[config.mk]
export PLATFORM = sky130hd
export DESIGN_NAME = ifdr_top
export DESIGN_NICKNAME = d
export VERILOG_FILES = /design/src/rtl/ifdr_pkg.sv /design/src/rtl/ifdr_top.sv
export SDC_FILE = /design/constraint.sdc
export NUM_CORES = 1
export LEC_CHECK = 0
export ABC_CLOCK_PERIOD_IN_PS = 3300
export BUFFER_PORTS_ARGS = -buffer_cell sky130_fd_sc_hd__buf_2
export CORE_MARGIN = 3
export CORE_UTILIZATION = 39
export DETAILED_ROUTE_END_ITERATION = 10
export GPL_TIMING_DRIVEN = 0
export PLACE_DENSITY = 0.68
export SYNTH_ARGS = -nofsm -noshare
export SYNTH_HDL_FRONTEND = slang
export SYNTH_SLANG_ARGS = --single-unit
[constraint.sdc]
create_clock -name aclk -period 3.3 [get_ports aclk]
set_clock_uncertainty 0.1 [all_clocks]
set_input_delay 0 -clock aclk [delete_from_list [all_inputs] [get_ports aclk]]
set_output_delay 0 -clock aclk [all_outputs]
set_load 0.01 [all_outputs]
[src/rtl/ifdr_pkg.sv]
// Shared constants for the interrupt flag and doze recovery block
package ifdr_pkg;
	// ----------------------------------------
	// Register byte addresses
	// ----------------------------------------
	localparam logic [7:0] REQ_ADDR = 8'h00;
	localparam logic [7:0] DOZE_ADDR = 8'h04;
	localparam logic [7:0] STAT_ADDR = 8'h08;

	// ----------------------------------------
	// Request register layout
	// ----------------------------------------
	localparam int REQ_TIMER_BIT = 0;
	localparam int REQ_CELL_LSB = 4;
	localparam logic [7:0] REQ_IMPL_MASK = 8'hf1;
	localparam logic [7:0] REQ_RESET = 8'h00;

	// ----------------------------------------
	// Doze control register layout
	// ----------------------------------------
	localparam int DOZE_RATIO_LSB = 0;
	localparam int DOZE_ROI_BIT = 4;
	localparam int DOZE_DOE_BIT = 5;
	localparam int DOZE_ACT_BIT = 6;
	localparam logic [2:0] RATIO_RESET = 3'h0;

	// ----------------------------------------
	// Status register layout
	// ----------------------------------------
	localparam int STAT_CYC_BIT = 0;
	localparam int STAT_BUSY_BIT = 1;

	// ----------------------------------------
	// Bus answers
	// ----------------------------------------
	localparam logic [1:0] RESP_OKAY = 2'h0;
	localparam logic [1:0] RESP_SLVERR = 2'h2;

	// Interrupt entry sequence
	typedef enum logic [1:0] {IFDR_IDLE, IFDR_FINISH, IFDR_VECTOR} ifdr_state_t;
endpackage : ifdr_pkg

[src/rtl/ifdr_top.sv]
// Peripheral interrupt request flags with doze slowdown and interrupt recovery
// What this block does
// - Each peripheral condition sets its flag in the request register.
// - Flags set whatever the state of any individual or global interrupt enable.
// - Bits 7..4 flag logic cells 4..1, bit 0 flags timer gate done, bits 3..1 read zero, flags stay until software clears.
// - An interrupt with recovery off runs the service routine at the doze ratio rate.
// - With recovery off, interrupt latency stretches with the doze ratio.
// - An interrupt with recovery on clears doze active and restores full speed, sampled at the interrupt.
// - On interrupt entry the prefetched instruction completes before the vector sequence.
// - An interrupt return with doze on exit set re-enters doze at the programmed ratio, unless a recovering interrupt is taken in the same cycle.
`timescale 1ns/10ps
module ifdr_top #(
	parameter int RATIO_W = 3 // Doze ratio field width
) (
	input wire logic aclk, // System clock, 100 MHz
	input wire logic aresetn, // Synchronous reset, active low
	input wire logic [7:0] s_axi_awaddr, // Write address
	input wire logic s_axi_awvalid, // Write address valid
	output logic s_axi_awready, // Write address ready
	input wire logic [31:0] s_axi_wdata, // Write data
	input wire logic [3:0] s_axi_wstrb, // Write byte enables
	input wire logic s_axi_wvalid, // Write data valid
	output logic s_axi_wready, // Write data ready
	output logic [1:0] s_axi_bresp, // Write response
	output logic s_axi_bvalid, // Write response valid
	input wire logic s_axi_bready, // Write response ready
	input wire logic [7:0] s_axi_araddr, // Read address
	input wire logic s_axi_arvalid, // Read address valid
	output logic s_axi_arready, // Read address ready
	output logic [31:0] s_axi_rdata, // Read data
	output logic [1:0] s_axi_rresp, // Read response
	output logic s_axi_rvalid, // Read data valid
	input wire logic s_axi_rready, // Read data ready
	input wire logic [3:0] logic_cell_event, // Cell 4..1 interrupt conditions, index 3 is cell four
	input wire logic timer_gate_done_event, // Timer gate went inactive
	input wire logic interrupt_taken, // Core accepts an interrupt, pulse
	input wire logic interrupt_return_instruction, // Core executes an interrupt return, pulse
	output logic [7:0] request_flags, // Flag image to the core
	output logic doze_active, // Core runs at reduced rate
	output logic cpu_cycle_en, // One pulse per instruction cycle
	output logic vector_start // Pulse: begin the vector sequence
);
	// ----------------------------------------
	// Parameter check
	// ----------------------------------------
	generate
		if (RATIO_W != 3) begin : g_bad_ratio
			$error("ifdr_top: RATIO_W must be 3");
		end
	endgenerate

	// Last count of one instruction cycle, dividing by 2 to the power ratio+1
	function automatic logic [7:0] ifdr_last(input logic [RATIO_W-1:0] r);
		ifdr_last = 8'((9'h002 << r) - 9'h001);
	endfunction : ifdr_last

	logic [RATIO_W-1:0] doze_ratio;
	logic recover_on_interrupt;
	logic doze_on_exit;
	logic [7:0] cyc_count;
	ifdr_pkg::ifdr_state_t state;
	logic [7:0] aw_addr;
	logic aw_full;
	logic [31:0] w_data;
	logic [3:0] w_strb;
	logic w_full;
	logic wr_fire;
	logic wr_req;
	logic wr_doze;
	logic [7:0] hw_set;
	logic [7:0] next_flags;
	logic recover_now;

	// ----------------------------------------
	// Write channel: address and data latched independently
	// ----------------------------------------
	assign wr_fire = aw_full && w_full && !s_axi_bvalid;
	assign wr_req = wr_fire && (aw_addr == ifdr_pkg::REQ_ADDR) && w_strb[0];
	assign wr_doze = wr_fire && (aw_addr == ifdr_pkg::DOZE_ADDR) && w_strb[0];

	// Address and data holding, ready drops while an item is held
	always_ff @(posedge aclk) begin
		if (!aresetn) begin
			aw_full <= 1'b0;
			w_full <= 1'b0;
			aw_addr <= 8'h00;
			w_data <= 32'h0000_0000;
			w_strb <= 4'h0;
			s_axi_awready <= 1'b0;
			s_axi_wready <= 1'b0;
		end else begin
			if (s_axi_awvalid && s_axi_awready) begin
				aw_full <= 1'b1;
				aw_addr <= s_axi_awaddr;
			end else if (wr_fire) begin
				aw_full <= 1'b0;
			end
			if (s_axi_wvalid && s_axi_wready) begin
				w_full <= 1'b1;
				w_data <= s_axi_wdata;
				w_strb <= s_axi_wstrb;
			end else if (wr_fire) begin
				w_full <= 1'b0;
			end
			s_axi_awready <= !aw_full && !(s_axi_awvalid && s_axi_awready);
			s_axi_wready <= !w_full && !(s_axi_wvalid && s_axi_wready);
		end
	end

	// Write response; unmapped addresses answer SLVERR
	always_ff @(posedge aclk) begin
		if (!aresetn) begin
			s_axi_bvalid <= 1'b0;
			s_axi_bresp <= ifdr_pkg::RESP_OKAY;
		end else if (wr_fire) begin
			s_axi_bvalid <= 1'b1;
			if (aw_addr == ifdr_pkg::REQ_ADDR || aw_addr == ifdr_pkg::DOZE_ADDR || aw_addr == ifdr_pkg::STAT_ADDR) begin
				s_axi_bresp <= ifdr_pkg::RESP_OKAY;
			end else begin
				s_axi_bresp <= ifdr_pkg::RESP_SLVERR;
			end
		end else if (s_axi_bready) begin
			s_axi_bvalid <= 1'b0;
		end
	end

	// ----------------------------------------
	// Request flags
	// ----------------------------------------
	// Events are ORed after the software value, so a same-cycle clear cannot lose one
	always_comb begin
		hw_set = 8'h00;
		hw_set[ifdr_pkg::REQ_CELL_LSB +: 4] = logic_cell_event;
		hw_set[ifdr_pkg::REQ_TIMER_BIT] = timer_gate_done_event;
		next_flags = request_flags;
		if (wr_req) begin
			next_flags = w_data[7:0];
		end
		next_flags = (next_flags | hw_set) & ifdr_pkg::REQ_IMPL_MASK;
	end

	// Flags hold until software writes them to zero
	always_ff @(posedge aclk) begin
		if (!aresetn) begin
			request_flags <= ifdr_pkg::REQ_RESET;
		end else begin
			request_flags <= next_flags;
		end
	end

	// ----------------------------------------
	// Doze control
	// ----------------------------------------
	// Recovery is decided on the value held at the interrupt, not a later one
	assign recover_now = interrupt_taken && (state == ifdr_pkg::IFDR_IDLE) && recover_on_interrupt;

	// Ratio and option bits change only by software
	always_ff @(posedge aclk) begin
		if (!aresetn) begin
			doze_ratio <= ifdr_pkg::RATIO_RESET;
			recover_on_interrupt <= 1'b0;
			doze_on_exit <= 1'b0;
		end else if (wr_doze) begin
			doze_ratio <= w_data[ifdr_pkg::DOZE_RATIO_LSB +: RATIO_W];
			recover_on_interrupt <= w_data[ifdr_pkg::DOZE_ROI_BIT];
			doze_on_exit <= w_data[ifdr_pkg::DOZE_DOE_BIT];
		end
	end

	// Hardware events on doze active outrank a software write in the same cycle
	always_ff @(posedge aclk) begin
		if (!aresetn) begin
			doze_active <= 1'b0;
		end else if (recover_now) begin
			doze_active <= 1'b0;
		end else if (interrupt_return_instruction && doze_on_exit) begin
			doze_active <= 1'b1;
		end else if (wr_doze) begin
			doze_active <= w_data[ifdr_pkg::DOZE_ACT_BIT];
		end
	end

	// Instruction cycle pacing: every clock at full speed, slowed while dozing
	always_ff @(posedge aclk) begin
		if (!aresetn) begin
			cyc_count <= 8'h00;
			cpu_cycle_en <= 1'b0;
		end else if (!doze_active) begin
			cyc_count <= 8'h00;
			cpu_cycle_en <= 1'b1;
		end else begin
			cpu_cycle_en <= (cyc_count == ifdr_last(doze_ratio));
			cyc_count <= (cyc_count == ifdr_last(doze_ratio)) ? 8'h00 : 8'(cyc_count + 8'h01);
		end
	end

	// ----------------------------------------
	// Interrupt entry sequence
	// ----------------------------------------
	// The prefetched instruction uses one paced cycle, so a dozing core waits longer
	always_ff @(posedge aclk) begin
		if (!aresetn) begin
			state <= ifdr_pkg::IFDR_IDLE;
			vector_start <= 1'b0;
		end else begin
			vector_start <= 1'b0;
			case (state)
				ifdr_pkg::IFDR_IDLE: begin
					if (interrupt_taken) begin
						state <= ifdr_pkg::IFDR_FINISH;
					end
				end
				ifdr_pkg::IFDR_FINISH: begin
					if (cpu_cycle_en) begin
						state <= ifdr_pkg::IFDR_VECTOR;
					end
				end
				ifdr_pkg::IFDR_VECTOR: begin
					vector_start <= 1'b1;
					state <= ifdr_pkg::IFDR_IDLE;
				end
				default: begin
					state <= ifdr_pkg::IFDR_IDLE;
				end
			endcase
		end
	end

	// ----------------------------------------
	// Read channel
	// ----------------------------------------
	// One read at a time; rdata is captured when the address is taken
	always_ff @(posedge aclk) begin
		if (!aresetn) begin
			s_axi_arready <= 1'b0;
			s_axi_rvalid <= 1'b0;
			s_axi_rdata <= 32'h0000_0000;
			s_axi_rresp <= ifdr_pkg::RESP_OKAY;
		end else begin
			s_axi_arready <= !s_axi_rvalid && !(s_axi_arvalid && s_axi_arready);
			if (s_axi_arvalid && s_axi_arready) begin
				s_axi_rvalid <= 1'b1;
				s_axi_rdata <= 32'h0000_0000;
				s_axi_rresp <= ifdr_pkg::RESP_OKAY;
				if (s_axi_araddr == ifdr_pkg::REQ_ADDR) begin
					s_axi_rdata[7:0] <= request_flags;
				end else if (s_axi_araddr == ifdr_pkg::DOZE_ADDR) begin
					s_axi_rdata[ifdr_pkg::DOZE_RATIO_LSB +: RATIO_W] <= doze_ratio;
					s_axi_rdata[ifdr_pkg::DOZE_ROI_BIT] <= recover_on_interrupt;
					s_axi_rdata[ifdr_pkg::DOZE_DOE_BIT] <= doze_on_exit;
					s_axi_rdata[ifdr_pkg::DOZE_ACT_BIT] <= doze_active;
				end else if (s_axi_araddr == ifdr_pkg::STAT_ADDR) begin
					s_axi_rdata[ifdr_pkg::STAT_CYC_BIT] <= cpu_cycle_en;
					s_axi_rdata[ifdr_pkg::STAT_BUSY_BIT] <= (state != ifdr_pkg::IFDR_IDLE);
				end else begin
					s_axi_rresp <= ifdr_pkg::RESP_SLVERR;
				end
			end else if (s_axi_rready) begin
				s_axi_rvalid <= 1'b0;
			end
		end
	end
endmodule : ifdr_top

==> metrics.txt <==
largest delay contributor family on the critical path simple AND/OR/NAND/NOR gates; core box area 6531 sq um; clock root cell clkbuf_8; Worst R2R Start aw_addr[6]; Internal Power ~0.0011 W; Gate Count Post-Synth 301; Hold EP s_axi_rresp[1]; drt wl/cell 12.07 um; EDFF count, synth 0; Placement Cell Area 3186 sq um; area leader, netlist dfxtp_1; P per Cell Area between 300 and 400 nW/um^2; Reg clk slew, reported paths 0.09 ns; Final #Nets 491; CTS max path bufs 2; Ys Warns 0; critical path class flop to flop; CTS HTree Levels 2; dpl hpwl 4.453 mm; Ports roughly 120; Yosys top cell area share between 40% and 50%; MaxCap Viol Count 0; share of layout cells above drive strength 1 a little over a quarter; initial core utilization 41.26%; R2R setup slack 0.59 ns; required time worst endpoint roughly 3.4 ns; DR vias/cell roughly 4.6; CP startpoint kind flop; final setup vio count 0; Area growth syn-to-layout 33.89%; sequence of cells on the critical path or4_1, nor3_1, nand4_1, mux2i_1, a21oi_1, dlygate4sd3_1; worst reg2reg path endpoint doze_active; fin crit share 82.00%; switching portion of total power 21.92%; TritonCTS Sinks 55; pin count of the biggest net entering global routing 17; setup TNS 0 ns; GRT overflow 0; hold path depth 4; met1 wire length 2.664 mm; CTS tree built; metal2 WL roughly 3.1 mm; Synth cell types 49; crit-path max FO 6; width of the die 89.13 um; synth top area cells dfxtp_1 (41%), buf_4 (8.6%), nand2_1 (7.1%); clock share of power approximately 37%; hold_buf cts 29; via count 2311; vias in the first global route roughly 2200; Resize count post-CTS 0; hold_ws 0.03395 ns; Chip Height 89.13 um; first-pass GRT wire length a little under 10 mm; fillcell total 597; synthesized cell area 2695 sq um; cts bufs inserted 5; Seq pwr share 50.5%; Fmax 369.6 MHz; CP arrival 2.81 ns; highest routed layer met4; DR WL met3 193 um; share of total power in combinational logic 12.6%; hold_sp s_axi_arvalid; RSZ-0062 raised after global routing false; Rel. slew slack 58.22%; slowest stage cell, crit path dlygate4sd3_1; input/output buffers 57; die area 7944 sq um; Slew @ Worst Pin 0.6267 ns; VDD IR-drop max 0.2283 mV; setup bufs post-CTS 0; Post-Layout Inst Area 3608 sq um; ANT cells 0; Synth Register Bits 55; Skew-Pair Late Insertion Delay 0.30 ns; GRT Resource Usage Total 15.70%; Worst Path Buf+Inv 1; Post-Route Utilization 55.25%; Final Max Tran Viols 0; RePlAce Congestion 0.8002; initial antenna violation count 0; switching pwr 0.0003051 W; Avg Inst Size Synth 8.954 sq um; First-pass DRT Iterations 4; Leak Pwr between 1.5 and 2 nW; placed insts approximately 460; Final Critical Period 2.706 ns; drt total wl 6.045 mm; delay of the slowest critical-path stage around 0.56 ns; Initial DRC Count about 70; status complete, no violations; Non-Filler Instances 501; Hold Crit Class primary input to flop; asr flop ratio synth 0%; reg2reg path depth 6; Seq/Total Area, Yosys roughly two fifths; drc violations 0; Antenna Nets Post-Route 0; Crit. path cell count 6; row cnt 29; final hold violations 0; top_reg_cell synth dfxtp_1; Worst setup EP type flop
flip-flops by register name, indices dropped and copies added (netlist names), 2 cells and up:
| signal | count |
|---|---|
| aw_addr | 8 |
| cyc_count | 8 |
| doze_ratio | 3 |
| request_flags | 5 |
| s_axi_rdata | 7 |
| state | 2 |
| w_data | 7 |
cell usage in the layout, fill, tap and decap left out, types with 2 or more instances in the layout:
cell and n:
mux2i_1 11, buf_4 31, and3_1 3, buf_2 59, ha_1 2, nand3b_1 2
dfxtp_1 55, buf_6 3, o21ai_0 10, clkbuf_8 7, o22ai_1 2, or4_1 2
a211oi_1 2, a21boi_0 20, xnor2_1 2, inv_1 4, a21oi_1 5, mux2_2 4
nor2_1 7, and4b_1 2, bufinv_16 2, nand3_1 8, dlygate4sd3_1 29, xor2_1 8
clkbuf_1 7, o31ai_1 2, nor3_1 7, conb_1 30, nor2b_1 10, and2_1 6
nor3b_1 6, nand2_1 51, o21a_1 7
worst min-delay path, stage by stage:
cell     delay, ns
buf_2         0.08
and2_1        0.16
o21ai_0       0.09
nor2_1        0.08
final cells by class:
type	count	area [sq um]	share of cell area, %
flip-flops and latches	55	1101	30.51
clock buffers	6	72.57	2.011
multi-input cells	227	1361	37.73
inverters	4	15.01	0.4161
repair buffers	86	575.6	15.95
clock inverters	2	60.06	1.664
plain buffers	44	326.6	9.050
well taps	77	96.34	2.670
routing by layer:
metal | vias up | global-route usage [%]
met5 | - | 0
met4 | 0 | 4.871
met3 | 4 | 2.857
met2 | 45 | 28.33
met1 | 1057 | 18.79
li1 | 1205 | -
through the flow:
step                      worst slack [ns]  total power, W
after floorplan                     0.9651       0.0008170
after global placement              0.7491       0.0008655
after detailed placement            0.6669       0.0008673
after CTS                           0.5881        0.001400
after global routing                0.4198        0.001454
final                               0.5941        0.001392
Yosys cell counts (all sizes together) (2+ instances only):
cell and n:
mux2 5, buf 36, a21oi 5, nand2 52, and3 3, nand3 8
and2 6, inv 4, a21boi 20, mux2i 11, o21ai 10, nor3b 6
nand3b 2, a211oi 2, and4b 2, dfxtp 55, nor2 8, xor2 8
o31ai 2, nor2b 10, o22ai 2, nor3 7, o21a 7, clkbuf 8
or4 3, ha 2, xnor2 2
power by group through the flow:
stage	Clock (W)	Sequential [W]	Combinational (W)
2_1_floorplan	0	0.000719	0.0000979
3_3_place_gp	0	0.000717	0.000149
3_5_place_dp	0	0.000718	0.000150
4_1_cts	0.000523	0.000702	0.000175
5_1_grt	0.000553	0.000706	0.000196
6_report	0.000514	0.000702	0.000176
worst max-delay path by stage:
| stage | slack (ns) | to | startpoint |
|---|---|---|---|
| finish | 0.59 | doze_active | aw_addr[6] |
| global placement | 0.75 | cyc_count[7] | doze_ratio[2] |
| detailed placement | 0.67 | cyc_count[6] | doze_ratio[1] |
| CTS | 0.59 | doze_active | aw_addr[6] |
| floorplan | 0.97 | cyc_count[2] | doze_ratio[1] |
| global route | 0.42 | doze_active | aw_addr[6] |
cell families (layout without fill, tap and decap cells):
family	after synthesis	after routing	share of synthesized area [%]
compound gates	52	52	13.28
xor+xnor	10	10	3.250
fa+ha+maj	2	2	0.9284
buf+inv	48	142	12.67
flops	55	55	40.85
mux	16	16	6.175
other cells	1	30	0.1391
simple gates	117	117	22.70
No activity file was read; power rests on OpenSTA's default activity.
